File: src/design/sqh_regs.svh
// register offsets, reset values and field codes of the request handler
`ifndef SQH_REGS_SVH
`define SQH_REGS_SVH
// register byte offsets
`define SQH_OFS_FEATURES 8'h00
`define SQH_OFS_SENSE_SIZE 8'h04
`define SQH_OFS_CDB_SIZE 8'h08
`define SQH_OFS_MAX_TARGET 8'h0C
`define SQH_OFS_STATE 8'h10
// feature bit positions
`define SQH_FEAT_INOUT_BIT 0
`define SQH_FEAT_PI_BIT 3
// reset values
`define SQH_SENSE_SIZE_RST 32'h00000060
`define SQH_CDB_SIZE_RST 32'h00000020
`define SQH_MAX_TARGET_RST 8'hFF
`define SQH_FEATURES_RST 4'h0
// command descriptor storage depth in bytes
`define SQH_CDB_DEPTH 32
// unit address forms
`define SQH_LUN_WK_B0 8'hC1
`define SQH_LUN_WK_B1 8'h01
`define SQH_LUN_FLAT_B0 8'h01
`define SQH_LUN_SINGLE_LEVEL 2'h1
// task attribute codes
`define SQH_ATTR_SIMPLE 8'h00
`define SQH_ATTR_ORDERED 8'h01
`define SQH_ATTR_CONTINGENT_ALLEGIANCE 8'h03
// response codes
`define SQH_RESP_OK 4'h0
`define SQH_RESP_OVERRUN 4'h1
`define SQH_RESP_CANCELLED_BY_ABORT 4'h2
`define SQH_RESP_BAD_TARGET 4'h3
`define SQH_RESP_RESET 4'h4
`define SQH_RESP_BUSY 4'h5
`define SQH_RESP_TRANSPORT_FAILURE 4'h6
`define SQH_RESP_TARGET_FAILURE 4'h7
`define SQH_RESP_NEXUS_FAILURE 4'h8
`define SQH_RESP_FAILURE 4'h9
`endif

File: src/design/sqh_pkg.sv
// types shared by the request handler
package sqh_pkg;
  // parser and completion states, one-hot
  typedef enum logic [8:0] {
    ST_LUN = 9'h001,
    ST_TAG = 9'h002,
    ST_ATTR = 9'h004,
    ST_CDB = 9'h008,
    ST_PILEN = 9'h010,
    ST_PIOUT = 9'h020,
    ST_DOUT = 9'h040,
    ST_EXEC = 9'h080,
    ST_CMPL = 9'h100
  } sqh_state_e;
endpackage

File: src/design/sqh_request_handler.sv
// request queue command handler: header parser, dispatch and completion
// Notes on behaviour
// - completion goes back on the queue the request came from; no cross-queue order
// - unit address C1 01 then six zeros selects the unit-list well-known unit
// - ordinary address: 1, target, single-level unit, four zero bytes
// - every task attribute is handled as simple
// - implicit head-of-queue commands may ignore attribute; driver avoids ordered (the bench still sends ordered on one random command)
// - command reference number is an 8-bit unsigned value
// - command descriptor length follows the configured descriptor size
// - protection sizes and outgoing bytes parsed only when negotiated
// - sense length reports bytes actually stored in the sense buffer
// - residual is requested length minus bytes moved both ways
// - residual below data-in size means data-out fully consumed
// - status byte carries the target's standard status code
// - OK response whenever completed with valid status, good or not
// - overrun when the command needs more than both buffers hold
// - aborted response for requests cancelled by abort functions
// - reset response for requests cancelled by bus or device reset
// - bad-target response, unprocessed, when the target does not exist
// - transport-failure response, code 6, on a broken link
// - target, nexus and busy failures pass through as reported
// - generic failure, code 9; at once for bidirectional without feature
// - outstanding commands complete before reset, with failure unless aborted
// - feature bit 0 allows both data directions in one request
// - feature bit 3 adds protection fields to the header
// - sense size returns to 96 on reset
// - descriptor size returns to 32 on reset
`include "sqh_regs.svh"
`timescale 1ns/100ps
`default_nettype none
module sqh_request_handler (
  input wire logic core_clk,
  input wire logic nrst,
  input wire logic [7:0] avsAddress,
  input wire logic avsRead,
  input wire logic avsWrite,
  input wire logic [31:0] avsWriteData,
  output logic [31:0] avsReadData,
  output logic avsWaitRequest,
  input wire logic reqValid,
  input wire logic [7:0] reqData,
  input wire logic reqLast,
  input wire logic [3:0] reqQueue,
  input wire logic [31:0] reqInLen,
  output logic reqReady,
  output logic exeStart,
  output logic exeWellKnown,
  output logic [7:0] exeTarget,
  output logic [13:0] exeLun,
  output logic [7:0] exeCrn,
  output logic [31:0] outgoingProtectionLength,
  output logic [31:0] incomingProtectionLength,
  output logic [31:0] exeDataOutLen,
  output logic [31:0] exeDataInLen,
  input wire logic [4:0] cdbRdIdx,
  output logic [7:0] cdbRdByte,
  input wire logic tgtDone,
  input wire logic [3:0] tgtResult,
  input wire logic [7:0] tgtStatus,
  input wire logic [31:0] tgtSenseLen,
  input wire logic [31:0] tgtNeed,
  input wire logic [31:0] tgtXfer,
  input wire logic cancelAbort,
  input wire logic cancelReset,
  input wire logic devDrain,
  output logic drainDone,
  input wire logic cmpReady,
  output logic cmpValid,
  output logic [3:0] cmpQueue,
  output logic [63:0] cmpTag,
  output logic [3:0] cmpResponse,
  output logic [7:0] cmpStatus,
  output logic [31:0] cmpSenseLen,
  output logic [31:0] cmpResidual
);

  // ----------------------------------------
  // state and storage
  // ----------------------------------------
  sqh_pkg::sqh_state_e stQ, stD;
  logic [31:0] cntQ, cntD;
  logic [7:0] lunQ [8];
  logic [7:0] cdbQ [`SQH_CDB_DEPTH];
  logic [63:0] tagQ;
  logic [7:0] crnQ;
  logic [3:0] queueQ;
  logic [31:0] outLenQ, inLenQ, doutQ, dinQ;
  logic shortQ, startedQ, startQ;
  logic [3:0] featQ;
  logic [31:0] senseSizeQ, cdbSizeQ;
  logic [7:0] maxTgtQ;
  logic [15:0] cmpCntQ;
  logic waitQ, readyQ, drainDoneQ, validQ;
  logic [31:0] rdDataQ;
  logic [3:0] respQ;
  logic [7:0] statQ;
  logic [31:0] senseQ, residQ;
  logic [7:0] cdbByteQ;

  // parse states accept stream bytes
  function automatic logic isParse(input sqh_pkg::sqh_state_e s);
    isParse = s == sqh_pkg::ST_LUN || s == sqh_pkg::ST_TAG ||
      s == sqh_pkg::ST_ATTR || s == sqh_pkg::ST_CDB ||
      s == sqh_pkg::ST_PILEN || s == sqh_pkg::ST_PIOUT ||
      s == sqh_pkg::ST_DOUT;
  endfunction

  // ----------------------------------------
  // decode of header and outcome
  // ----------------------------------------
  wire take = reqValid && readyQ;
  wire [31:0] cnt1 = cntQ + 32'h1;
  wire featInout = featQ[`SQH_FEAT_INOUT_BIT];
  wire featPi = featQ[`SQH_FEAT_PI_BIT];
  // last header byte: a request with no data-out may end here
  wire headerEnd = (stQ == sqh_pkg::ST_CDB && cnt1 >= cdbSizeQ && !featPi) ||
    (stQ == sqh_pkg::ST_PILEN && cntQ == 32'h7 && outLenQ == 32'h0) ||
    (stQ == sqh_pkg::ST_PIOUT && cnt1 >= outLenQ);
  wire zeroTail = lunQ[4] == 8'h00 && lunQ[5] == 8'h00 &&
    lunQ[6] == 8'h00 && lunQ[7] == 8'h00;
  wire wellKnown = lunQ[0] == `SQH_LUN_WK_B0 &&
    lunQ[1] == `SQH_LUN_WK_B1 && lunQ[2] == 8'h00 &&
    lunQ[3] == 8'h00 && zeroTail;
  wire flatForm = lunQ[0] == `SQH_LUN_FLAT_B0 &&
    lunQ[2][7:6] == `SQH_LUN_SINGLE_LEVEL && zeroTail;
  wire badTarget = !wellKnown &&
    (!flatForm || lunQ[1] > maxTgtQ);
  wire bidiBad = doutQ != 32'h0 && dinQ != 32'h0 && !featInout;
  wire earlyReject = shortQ || bidiBad || badTarget;
  wire [3:0] earlyResp = (shortQ || bidiBad) ? `SQH_RESP_FAILURE :
    `SQH_RESP_BAD_TARGET;
  wire [31:0] bufLen = doutQ + dinQ;
  // a need beyond both buffers beats a clean target result
  wire overrun = tgtNeed > bufLen;
  wire inExec = stQ == sqh_pkg::ST_EXEC;
  wire drainHit = devDrain && (inExec ||
    (isParse(stQ) && !(stQ == sqh_pkg::ST_LUN && cntQ == 32'h0)));
  wire finish = inExec && ((earlyReject && !startedQ) ||
    (startedQ && (tgtDone || cancelAbort || cancelReset)));

  // response priority: resets, aborts, drain, early checks, target
  wire [3:0] respD =
    (cancelReset && startedQ) ? `SQH_RESP_RESET :
    (cancelAbort && startedQ) ? `SQH_RESP_CANCELLED_BY_ABORT :
    drainHit ? `SQH_RESP_FAILURE :
    !startedQ ? earlyResp :
    (tgtResult == `SQH_RESP_OK && overrun) ? `SQH_RESP_OVERRUN :
    tgtResult;
  wire targetRan = startedQ && tgtDone && !cancelAbort &&
    !cancelReset && !drainHit;
  // status only meaningful when the target really answered
  wire [7:0] statD = (targetRan && respD == `SQH_RESP_OK) ?
    tgtStatus : 8'h00;
  // sense beyond the configured size is never stored
  wire [31:0] senseD = !targetRan ? 32'h0 :
    (tgtSenseLen > senseSizeQ) ? senseSizeQ : tgtSenseLen;
  // target moves data-out before data-in, which keeps the residual
  // below data-in size only once data-out is used up
  wire [31:0] residD = !targetRan ? bufLen :
    (tgtXfer > bufLen) ? 32'h0 : bufLen - tgtXfer;

  // ----------------------------------------
  // parser and completion state machine
  // ----------------------------------------
  always_comb begin
    stD = stQ;
    case (stQ)
      sqh_pkg::ST_LUN: begin
        if (take && cntQ == 32'h7) stD = sqh_pkg::ST_TAG;
      end
      sqh_pkg::ST_TAG: begin
        if (take && cntQ == 32'h7) stD = sqh_pkg::ST_ATTR;
      end
      sqh_pkg::ST_ATTR: begin
        if (take && cntQ == 32'h2) stD = sqh_pkg::ST_CDB;
      end
      sqh_pkg::ST_CDB: begin
        if (take && cnt1 >= cdbSizeQ) begin
          stD = featPi ? sqh_pkg::ST_PILEN : sqh_pkg::ST_DOUT;
        end
      end
      sqh_pkg::ST_PILEN: begin
        if (take && cntQ == 32'h7) begin
          stD = (outLenQ != 32'h0) ? sqh_pkg::ST_PIOUT :
            sqh_pkg::ST_DOUT;
        end
      end
      sqh_pkg::ST_PIOUT: begin
        if (take && cnt1 >= outLenQ) stD = sqh_pkg::ST_DOUT;
      end
      sqh_pkg::ST_DOUT: begin
        stD = sqh_pkg::ST_DOUT;
      end
      sqh_pkg::ST_EXEC: begin
        if (finish) stD = sqh_pkg::ST_CMPL;
      end
      sqh_pkg::ST_CMPL: begin
        if (cmpReady) stD = sqh_pkg::ST_LUN;
      end
      default: begin
        stD = sqh_pkg::ST_LUN;
      end
    endcase
    if (take && reqLast && isParse(stQ)) stD = sqh_pkg::ST_EXEC;
    if (drainHit) stD = sqh_pkg::ST_CMPL;
  end

  // byte counter restarts on every state change
  always_comb begin
    cntD = (stD != stQ) ? 32'h0 : (take ? cnt1 : cntQ);
  end

  always_ff @(posedge core_clk or negedge nrst) begin
    if (!nrst) begin
      stQ <= sqh_pkg::ST_LUN;
      cntQ <= 32'h0;
    end else begin
      stQ <= stD;
      cntQ <= cntD;
    end
  end

  // ----------------------------------------
  // header capture
  // ----------------------------------------
  // attribute and priority are dropped: all tasks run as simple
  always_ff @(posedge core_clk or negedge nrst) begin
    if (!nrst) begin
      tagQ <= 64'h0;
      crnQ <= 8'h00;
      queueQ <= 4'h0;
    end else if (take) begin
      if (stQ == sqh_pkg::ST_LUN && cntQ == 32'h0) queueQ <= reqQueue;
      if (stQ == sqh_pkg::ST_TAG) tagQ[cntQ[2:0]*8 +: 8] <= reqData;
      if (stQ == sqh_pkg::ST_ATTR && cntQ == 32'h2) crnQ <= reqData;
    end
  end

  // unit address and descriptor bytes
  generate
    for (genvar i = 0; i < 8; i++) begin : gLun
      always_ff @(posedge core_clk or negedge nrst) begin
        if (!nrst) lunQ[i] <= 8'h00;
        else if (take && stQ == sqh_pkg::ST_LUN && cntQ == i) lunQ[i] <= reqData;
      end
    end
    for (genvar j = 0; j < `SQH_CDB_DEPTH; j++) begin : gCdb
      // bytes past the storage depth are consumed but not kept
      always_ff @(posedge core_clk or negedge nrst) begin
        if (!nrst) cdbQ[j] <= 8'h00;
        else if (take && stQ == sqh_pkg::ST_CDB && cntQ == j) cdbQ[j] <= reqData;
      end
    end
  endgenerate

  // protection sizes, little-endian, then data-out count
  always_ff @(posedge core_clk or negedge nrst) begin
    if (!nrst) begin
      outLenQ <= 32'h0;
      inLenQ <= 32'h0;
      doutQ <= 32'h0;
      dinQ <= 32'h0;
      shortQ <= 1'b0;
    end else if (stQ == sqh_pkg::ST_LUN && cntQ == 32'h0) begin
      outLenQ <= 32'h0;
      inLenQ <= 32'h0;
      doutQ <= 32'h0;
      shortQ <= 1'b0;
    end else if (take) begin
      if (stQ == sqh_pkg::ST_PILEN && !cntQ[2]) begin
        outLenQ[cntQ[1:0]*8 +: 8] <= reqData;
      end
      if (stQ == sqh_pkg::ST_PILEN && cntQ[2]) begin
        inLenQ[cntQ[1:0]*8 +: 8] <= reqData;
      end
      if (stQ == sqh_pkg::ST_DOUT) doutQ <= doutQ + 32'h1;
      if (reqLast) begin
        dinQ <= reqInLen;
        // a stream that ends inside the header after its first byte is rejected
        shortQ <= stQ != sqh_pkg::ST_DOUT && !headerEnd;
      end
    end
  end

  // ----------------------------------------
  // dispatch to the target side
  // ----------------------------------------
  always_ff @(posedge core_clk or negedge nrst) begin
    if (!nrst) begin
      startedQ <= 1'b0;
      startQ <= 1'b0;
    end else begin
      startQ <= inExec && !startedQ && !earlyReject && !drainHit;
      if (!inExec) startedQ <= 1'b0;
      else if (!earlyReject) startedQ <= 1'b1;
    end
  end

  // ----------------------------------------
  // completion record
  // ----------------------------------------
  always_ff @(posedge core_clk or negedge nrst) begin
    if (!nrst) begin
      validQ <= 1'b0;
      respQ <= `SQH_RESP_OK;
      statQ <= 8'h00;
      senseQ <= 32'h0;
      residQ <= 32'h0;
      cmpCntQ <= 16'h0;
    end else begin
      validQ <= stD == sqh_pkg::ST_CMPL;
      if (stD == sqh_pkg::ST_CMPL && stQ != sqh_pkg::ST_CMPL) begin
        respQ <= respD;
        statQ <= statD;
        senseQ <= senseD;
        residQ <= residD;
        cmpCntQ <= cmpCntQ + 16'h1;
      end
    end
  end

  // stream ready and drain handshake
  always_ff @(posedge core_clk or negedge nrst) begin
    if (!nrst) begin
      readyQ <= 1'b0;
      drainDoneQ <= 1'b0;
      cdbByteQ <= 8'h00;
    end else begin
      readyQ <= isParse(stD) && !devDrain;
      drainDoneQ <= devDrain && stD == sqh_pkg::ST_LUN && cntD == 32'h0;
      cdbByteQ <= cdbQ[cdbRdIdx];
    end
  end

  // ----------------------------------------
  // register slave, one wait cycle per access
  // ----------------------------------------
  wire busReq = avsRead || avsWrite;
  wire wrNow = avsWrite && !waitQ;
  wire [31:0] rdMux =
    (avsAddress == `SQH_OFS_FEATURES) ? {28'h0, featQ} :
    (avsAddress == `SQH_OFS_SENSE_SIZE) ? senseSizeQ :
    (avsAddress == `SQH_OFS_CDB_SIZE) ? cdbSizeQ :
    (avsAddress == `SQH_OFS_MAX_TARGET) ? {24'h0, maxTgtQ} :
    (avsAddress == `SQH_OFS_STATE) ? {cmpCntQ, 7'h0, stQ} : 32'h0;

  always_ff @(posedge core_clk or negedge nrst) begin
    if (!nrst) begin
      waitQ <= 1'b1;
      rdDataQ <= 32'h0;
    end else begin
      waitQ <= !(busReq && waitQ);
      if (avsRead && waitQ) rdDataQ <= rdMux;
    end
  end

  // configuration writes; unmapped offsets are ignored
  always_ff @(posedge core_clk or negedge nrst) begin
    if (!nrst) begin
      featQ <= `SQH_FEATURES_RST;
      senseSizeQ <= `SQH_SENSE_SIZE_RST;
      cdbSizeQ <= `SQH_CDB_SIZE_RST;
      maxTgtQ <= `SQH_MAX_TARGET_RST;
    end else if (wrNow) begin
      if (avsAddress == `SQH_OFS_FEATURES) begin
        featQ <= avsWriteData[3:0];
      end else if (avsAddress == `SQH_OFS_SENSE_SIZE) begin
        senseSizeQ <= avsWriteData;
      end else if (avsAddress == `SQH_OFS_CDB_SIZE) begin
        cdbSizeQ <= avsWriteData;
      end else if (avsAddress == `SQH_OFS_MAX_TARGET) begin
        maxTgtQ <= avsWriteData[7:0];
      end
    end
  end

  // ----------------------------------------
  // outputs
  // ----------------------------------------
  assign avsReadData = rdDataQ;
  assign avsWaitRequest = waitQ;
  assign reqReady = readyQ;
  assign exeStart = startQ;
  assign exeWellKnown = wellKnown;
  assign exeTarget = lunQ[1];
  assign exeLun = {lunQ[2][5:0], lunQ[3]};
  assign exeCrn = crnQ;
  assign outgoingProtectionLength = outLenQ;
  assign incomingProtectionLength = inLenQ;
  assign exeDataOutLen = doutQ;
  assign exeDataInLen = dinQ;
  assign cdbRdByte = cdbByteQ;
  assign drainDone = drainDoneQ;
  assign cmpValid = validQ;
  assign cmpQueue = queueQ;
  assign cmpTag = tagQ;
  assign cmpResponse = respQ;
  assign cmpStatus = statQ;
  assign cmpSenseLen = senseQ;
  assign cmpResidual = residQ;
endmodule
`default_nettype wire

File: config.mk
export PLATFORM = sky130hd
export DESIGN_NAME = sqh_request_handler
export DESIGN_NICKNAME = d
export VERILOG_FILES = /design/src/design/sqh_pkg.sv /design/src/design/sqh_request_handler.sv
export VERILOG_INCLUDE_DIRS = /design/src /design/src/design
export SDC_FILE = /design/constraint.sdc
export NUM_CORES = 2
export LEC_CHECK = 0
export BUFFER_PORTS_ARGS = -buffer_cell sky130_fd_sc_hd__buf_2
export CORE_UTILIZATION = 53
export CTS_CLUSTER_DIAMETER = 30
export DETAILED_ROUTE_END_ITERATION = 16
export PLACE_DENSITY = 0.77
export SKIP_CTS_REPAIR_TIMING = 1
export SLEW_MARGIN = 0
export SYNTH_ARGS = -nofsm -noshare
export SYNTH_HDL_FRONTEND = slang
export SYNTH_SLANG_ARGS = --single-unit
File: constraint.sdc
create_clock -name core_clk -period 4.8 [get_ports core_clk]
set_input_delay 0 -clock core_clk [delete_from_list [all_inputs] [get_ports core_clk]]
set_output_delay 0 -clock core_clk [all_outputs]
set_load 0.02 [all_outputs]
### After elaboration in Yosys (flattened, before gate mapping)

Index checks and enable logic that the tools add are counted.

| cells by class | value |
|---|---|
| magnitude comparators | 7 |
| $add $sub $neg | 7 |
| bitwise gates (word level) | 5 |
| eq/ne operators | 60 |
| reductions and logical operators | 163 |
| multiplexer cells | 51 |
| shift operators | 4 |

Operators by type and width:

| operator | number |
|---|---|
| 32-bit 2-to-1 mux | 20 |
| 32-bit by 5-bit == test with 1-bit output, second input constant | 16 |
| 32-bit by 4-bit == test with 1-bit output, second input constant | 8 |
| 32-bit by 3-bit == test with 1-bit output, second input constant | 4 |
| 32-bit > comparator | 3 |
| 32-bit logical NOT | 3 |
| 32-bit nonzero test | 3 |
| 1-bit logical AND | 94 |
| 9-bit 2-to-1 mux | 10 |
| 9-bit one-hot mux with 9 select lines | 1 |
| 32-bit by 1-bit adder with 32-bit output, second input constant | 2 |
| 32-bit bitwise mux | 2 |
| 64-bit bitwise mux | 1 |
| 32-bit by 2-bit == test with 1-bit output, second input constant | 2 |
| 32-bit >= comparator | 2 |
| 8-bit by 34-bit variable shift with 64-bit output, first input constant | 1 |
| 8-bit by 34-bit indexed part select with 64-bit output | 1 |
| 8-bit logical NOT | 7 |
| 8-bit binary-select mux with 5-bit select | 1 |
| 5-bit negation with 34-bit output | 1 |
| 6-bit negation with 34-bit output | 1 |
| 8-bit by 34-bit variable shift with 32-bit output, first input constant | 1 |
| 8-bit by 34-bit indexed part select with 32-bit output | 1 |
| 32-bit adder | 1 |
| 38 further kinds | 111 |

| word-level totals | value |
|---|---|
| word-level logic and storage cells | 364 |
| output and inout bits | 348 |
| register bits after elaboration | 780 |

### Logic depth before layout (Yosys ltp)

| logic depth | value |
|---|---|
| word-level depth | 24 |
| gate-level depth with buffers | 22 |
| mapped depth without buffers | 21 |

### Least setup slack after synthesis

No wires, ideal clock.

| timing path | value |
|---|---|
| path type | reg-to-reg |
| start point | reg cntQ[9] |
| end point | reg readyQ (netlist: reqReady) |
| arrival time | 4.881 ns |
| required time | 4.671 ns |
| buffers on the path | 2 |
| clock period less this slack | 5.011 ns |
| cell stages (with the launch flop) | 20 |
| setup time | 0.129 ns |
| slack | -0.211 ns |
| cells stage by stage | dfrtp_1 -> buf_4 -> nand2_4 -> or3_4 -> or4_4 -> buf_6 -> or3_4 -> nor4_4 -> xor2_1 -> ha_1 -> a21o_1 -> a21o_1 -> a21oi_1 -> o211a_1 -> o31ai_1 -> a221o_1 -> nand3_1 -> a21oi_1 -> or4_1 -> o41a_1 |

| between the ends | value |
|---|---|
| cells in the longest elaborated chain, start to end | 15 |
| elaborated cells on any way between the ends | 38 |
| those cells by class | add/sub (1); order compare (2); eq/ne (9); mux (9); reduce/logical (17) |

RTL lines:

| item | RTL line | RTL |
|---|---|---|
| start, declared | sqh_request_handler.sv:81 | `logic [31:0] cntQ, cntD;` |
| start signal, assigned | sqh_request_handler.sv:219 | `cntQ <= cntD;` |
| 32-bit by 1-bit adder with 32-bit output or 32-bit logical NOT (tied branches) | sqh_request_handler.sv:112, sqh_request_handler.sv:137 |  |
| 32-bit >= comparator (tied with other cells) | sqh_request_handler.sv:189 | `if (take && cnt1 >= outLenQ) stD = sqh_pkg::ST_DOUT;` |
| 1-bit logical AND (tied with other cells) | sqh_request_handler.sv:189 |  |
| 9-bit 2-to-1 mux (tied with other cells) | sqh_request_handler.sv:189 |  |
| 9-bit one-hot mux with 9 select lines or 1-bit logical OR (tied branches) | sqh_request_handler.sv:167, sqh_request_handler.sv:136 |  |
| 9-bit 2-to-1 mux or 1-bit logical AND (tied branches) | sqh_request_handler.sv:204, sqh_request_handler.sv:136 |  |
| 9-bit 2-to-1 mux (*) | sqh_request_handler.sv:205 | `if (drainHit) stD = sqh_pkg::ST_CMPL;` |
| via stD[4] | sqh_request_handler.sv:80 | `sqh_pkg::sqh_state_e stQ, stD;` |
| 9-bit by 1-bit == test with 1-bit output or 9-bit by 2-bit == test with 1-bit output (tied branches) | sqh_request_handler.sv:102 | `isParse = s == sqh_pkg::ST_LUN \|\| s == sqh_pkg::ST_TAG \|\|` |
| 1-bit logical OR (2 in a row) | sqh_request_handler.sv:102 |  |
| 1-bit logical OR (2 in a row) | sqh_request_handler.sv:103 | `s == sqh_pkg::ST_ATTR \|\| s == sqh_pkg::ST_CDB \|\|` |
| 1-bit logical OR | sqh_request_handler.sv:104 | `s == sqh_pkg::ST_PILEN \|\| s == sqh_pkg::ST_PIOUT \|\|` |
| 1-bit logical OR (*) | sqh_request_handler.sv:104 |  |
| 1-bit logical AND (*) | sqh_request_handler.sv:329 | `readyQ <= isParse(stD) && !devDrain;` |
| end signal, assigned | sqh_request_handler.sv:329 |  |
| end, declared | sqh_request_handler.sv:93 | `logic waitQ, readyQ, drainDoneQ, validQ;` |

Mark *: on every way through the listed nets, which the timed path passes. The rest lies on a longest branch.
A chain may end at the register's enable or synchronous reset.

### Worst setup path after layout

Same ends and word-level chain as after synthesis.

==> metrics.md <==
| Metric | Value |
|---|---|
| Sequential area share after synthesis | `47.05%` |
| Min cycle time layout | `4.905 ns` |
| Worst Path Class, Setup | `reg2reg` |
| Footprint of the multi-input gates | `21350 um2` |
| Hold path depth | `7` |
| Row cnt | `102` |
| Routed wire length | `147700 um` |
| Top post-synthesis cells by area | `dfrtp_1 (46%), mux2_2 (13%), ha_1 (6.3%)` |
| Via Count | `35850` |
| Count leader, synth | `dfrtp_1` |
| Cell area after synthesis | `41520 um2` |
| Core Region | `77470 um2` |
| Maximum VDD drop | `0.3743 mV` |
| Iteration-0 DRC Markers | `3856` |
| Clock transition at the registers of the reported paths | `0.05 ns` |
| Startpoint of the worst register-to-register path | `cntQ[9]` |
| IO Port Bufs | `555` |
| Max-cap violations | `0` |
| Die Span Y | `281.9 um` |
| Total Routing Usage GR | `34.84%` |
| Die ar. | `79470 um2` |
| Failing checks | `negative hold slack, negative setup slack` |
| Post-synthesis cell count | `3745` |
| RePlAce Congestion | `1.054` |
| CTS max path bufs | `3` |
| Crit end category | `flop` |
| Post-synth EDFFs | `0` |
| CTS tree | `yes` |
| Most used DFF post-synth | `dfrtp_1` |
| Fillers | `5104` |
| Placed cell area | `46600 um2` |
| WL/cell | `25.36 um` |
| Clk root buf | `clkbuf_16` |
| RR Endpoint | `reqReady` |
| Clock sinks | `780` |
| Ports | `556` |
| Pwr per Cell Area | `489.5 nW/um2` |
| Rel. slew slack | `25.23%` |
| Inserted Clock Buffers | `155` |
| Via-to-Cell Ratio | `6.157` |
| Share of the synthesized area in the top cell type | `46.22%` |
| Synth Area in XOR/XNOR | `3.417%` |
| Pre-CTS setup slack | `-0.3898 ns` |
| Mux cell area share after synthesis | `17.88%` |
| Post-Syn Area per Cell | `11.09 um2` |
| Starting Density | `53.60%` |
| Fin area | `54890 um2` |
| Max Freq | `0.2039 GHz` |
| Die W | `281.9 um` |
| Final Core Density | `70.86%` |
| Initial antenna violation count | `17` |
| First-pass DRT Iterations | `7` |
| RSZ-0062 raised after global routing | `yes` |
| Seq. cell area | `19540 um2` |
| Total grt overflow | `0` |
| Hold path start | `tgtXfer[31]` |
| Area Overhead vs Synth | `32.20%` |
| Skew-Pair Late Insertion Delay | `0.76 ns` |
| Detailed Place HPWL | `98000 um` |
| Hold Path Class | `in2reg` |
| Synth async-reset ratio | `100.0%` |
| Commonest cells post-synth | `dfrtp_1 (767), mux2_2 (470), nand2_1 (289)` |
| Fin. Hold Viols | `2` |
| Antenna viol nets, final | `0` |
| Final nets | `5063` |
| CP startpoint kind | `flop` |
| Synth Register Bits | `780` |
| Crit-path max FO | `3` |
| Status | `finished, violations left` |
| Crit path DAT | `5.51 ns` |
| Worst Path Required | `5.41 ns` |
| Compound-Gate Fraction of Synth Area | `9.899%` |
| Finish-stage setup viols | `36` |
| Post-Layout Cell Count | `5822` |
| R2R Setup Slk | `-0.10 ns` |
| Depth of the worst register-to-register path | `18` |
| Mapped Nets | `4165` |
| Simple-gate share of the synthesized area | `11.30%` |
| Clk_skew | `0.06022 ns` |
| Pin count of the biggest net entering global routing | `181` |
| Pleak | `27.15 nW` |
| H-tree levels | `4` |
| Worst-margin pin slew | `1.113 ns` |
| Fin worst setup slack | `-0.1049 ns` |
| Hold_ws | `-0.02714 ns` |
| Vias in the first global route | `34290` |
| Setup TNS | `-1.540 ns` |
| Hold Path End | `cmpResidual[31]` |
| Ratio of cells with drive above 1 in the final layout | `37.80%` |
| Max Transition Viols Final | `0` |
| Syn. warnings | `0` |
| Fin crit share | `102.2%` |
| DRC viols | `0` |
| Main combinational cell family by area after synthesis | `multiplexers` |
| Yosys top cell by area | `dfrtp_1` |
| First-pass GRT wire length | `208100 um` |
| Post-synth cell types | `85` |
| Post-Place Cells | `5365` |
| Post-synthesis adder-cell area fraction | `6.424%` |
-- final cells by class --
type                       instances  area share, %
multi-input combinational       2553          38.89
sequential                       780          35.59
timing repair buffer             953          11.59
clock buffer                     196          7.805
tap                             1040          2.371
clock inverter                    90          2.341
inverter                         200          1.368
antenna                           10        0.04559
-- where the power goes --
| part | total, mW | switching, mW | internal, mW |
|---|---|---|---|
| Clock | 11.3 | 4.02 | 7.27 |
| Combinational | 7.97 | 4.97 | 3.00 |
| Sequential | 7.61 | 0.562 | 7.04 |
-- cells by family after synthesis --
group / Yosys count
simple gates: 961
flops: 780
compound gates: 635
mux: 583
buf+inv: 412
fa+ha+maj: 212
xor+xnor: 162
-- placed cells by master (no fill, tap or decap), types with 17 or more instances in the layout --
cell type and count:
buf_2 552, o21ai_0 150, nand2_1 286, xor2_1 68, mux2_2 470, nand3_1 95
a22o_1 38, mux2i_1 33, nand2b_1 28, nor2_4 28, ha_1 203, nor2b_1 18
o21a_1 22, xnor2_1 86, and3_1 33, mux4_2 80, inv_1 196, a21oi_2 18
clkbuf_16 159, o21ai_1 28, buf_4 232, clkbuf_1 17, clkbuf_8 23, nor2_1 208
dlygate4sd3_1 148, nor3_1 48, a21o_1 60, nor4_1 54, a21oi_1 132, clkinvlp_4 17
dfrtp_1 766, a222oi_1 17, o31ai_1 18, nand4_1 51
-- worst max-delay path, cell delays in order (launching register included) --
cell and delay [ns]:
dfrtp_1 0.38, nand2_4 0.06, or3_4 0.36, or4_4 0.42
or3_4 0.38, nor4_4 0.28, buf_4 0.20, xor2_4 0.19
buf_4 0.14, ha_1 0.23, a21oi_1 0.18, nor2_1 0.09
a2111oi_2 0.32, o211ai_1 0.17, o21ai_2 0.24, or2_4 0.17
a31oi_1 0.11, or4_1 0.54, o41a_1 0.32
-- layer usage --
| metal | global-route usage [%] | routed length (um) | up-vias |
|---|---|---|---|
| met4 | 18.60 | 8479 | 12 |
| met3 | 8.833 | 15290 | 548 |
| met5 | 0 | 68 | - |
| met2 | 53.79 | 67880 | 2172 |
| met1 | 45.15 | 55950 | 17750 |
| li1 | - | - | 15370 |
-- worst max path at each step --
stage	start	to	slack (ns)	cells past startpoint
2_1_floorplan	cntQ[9]	reqReady	-0.04	19
3_3_place_gp	exeDataOutLen[0]	cmpStatus[6]	-0.21	22
3_5_place_dp	cntQ[9]	reqReady	-0.39	17
4_1_cts	cntQ[10]	reqReady	-0.40	17
5_1_grt	cntQ[9]	reqReady	-0.27	17
6_report	cntQ[9]	reqReady	-0.10	18
-- registers in the layout, indices dropped and copies added, names as in the netlist, 9 cells and up --
name	cells
avsReadData	32
cdbQ	256
cdbSizeQ	32
cmpCntQ	16
cmpResidual	32
cmpSenseLen	32
cmpTag	64
cntQ	32
exeDataInLen	32
exeDataOutLen	32
exeLun	14
incomingProtectionLength	32
lunQ	42
outgoingProtectionLength	32
senseSizeQ	32
stQ	9
-- metrics by stage --
| step | hold slack [ns] | total power, mW |
|---|---|---|
| after floorplan | -0.2956 | 11.38 |
| after global placement | 0.06684 | 14.08 |
| after detailed placement | 0.07116 | 14.17 |
| after CTS | -0.7016 | 25.45 |
| after global routing | 0.003842 | 27.72 |
| final | -0.02714 | 26.87 |
(Power assumes the default switching activity.)
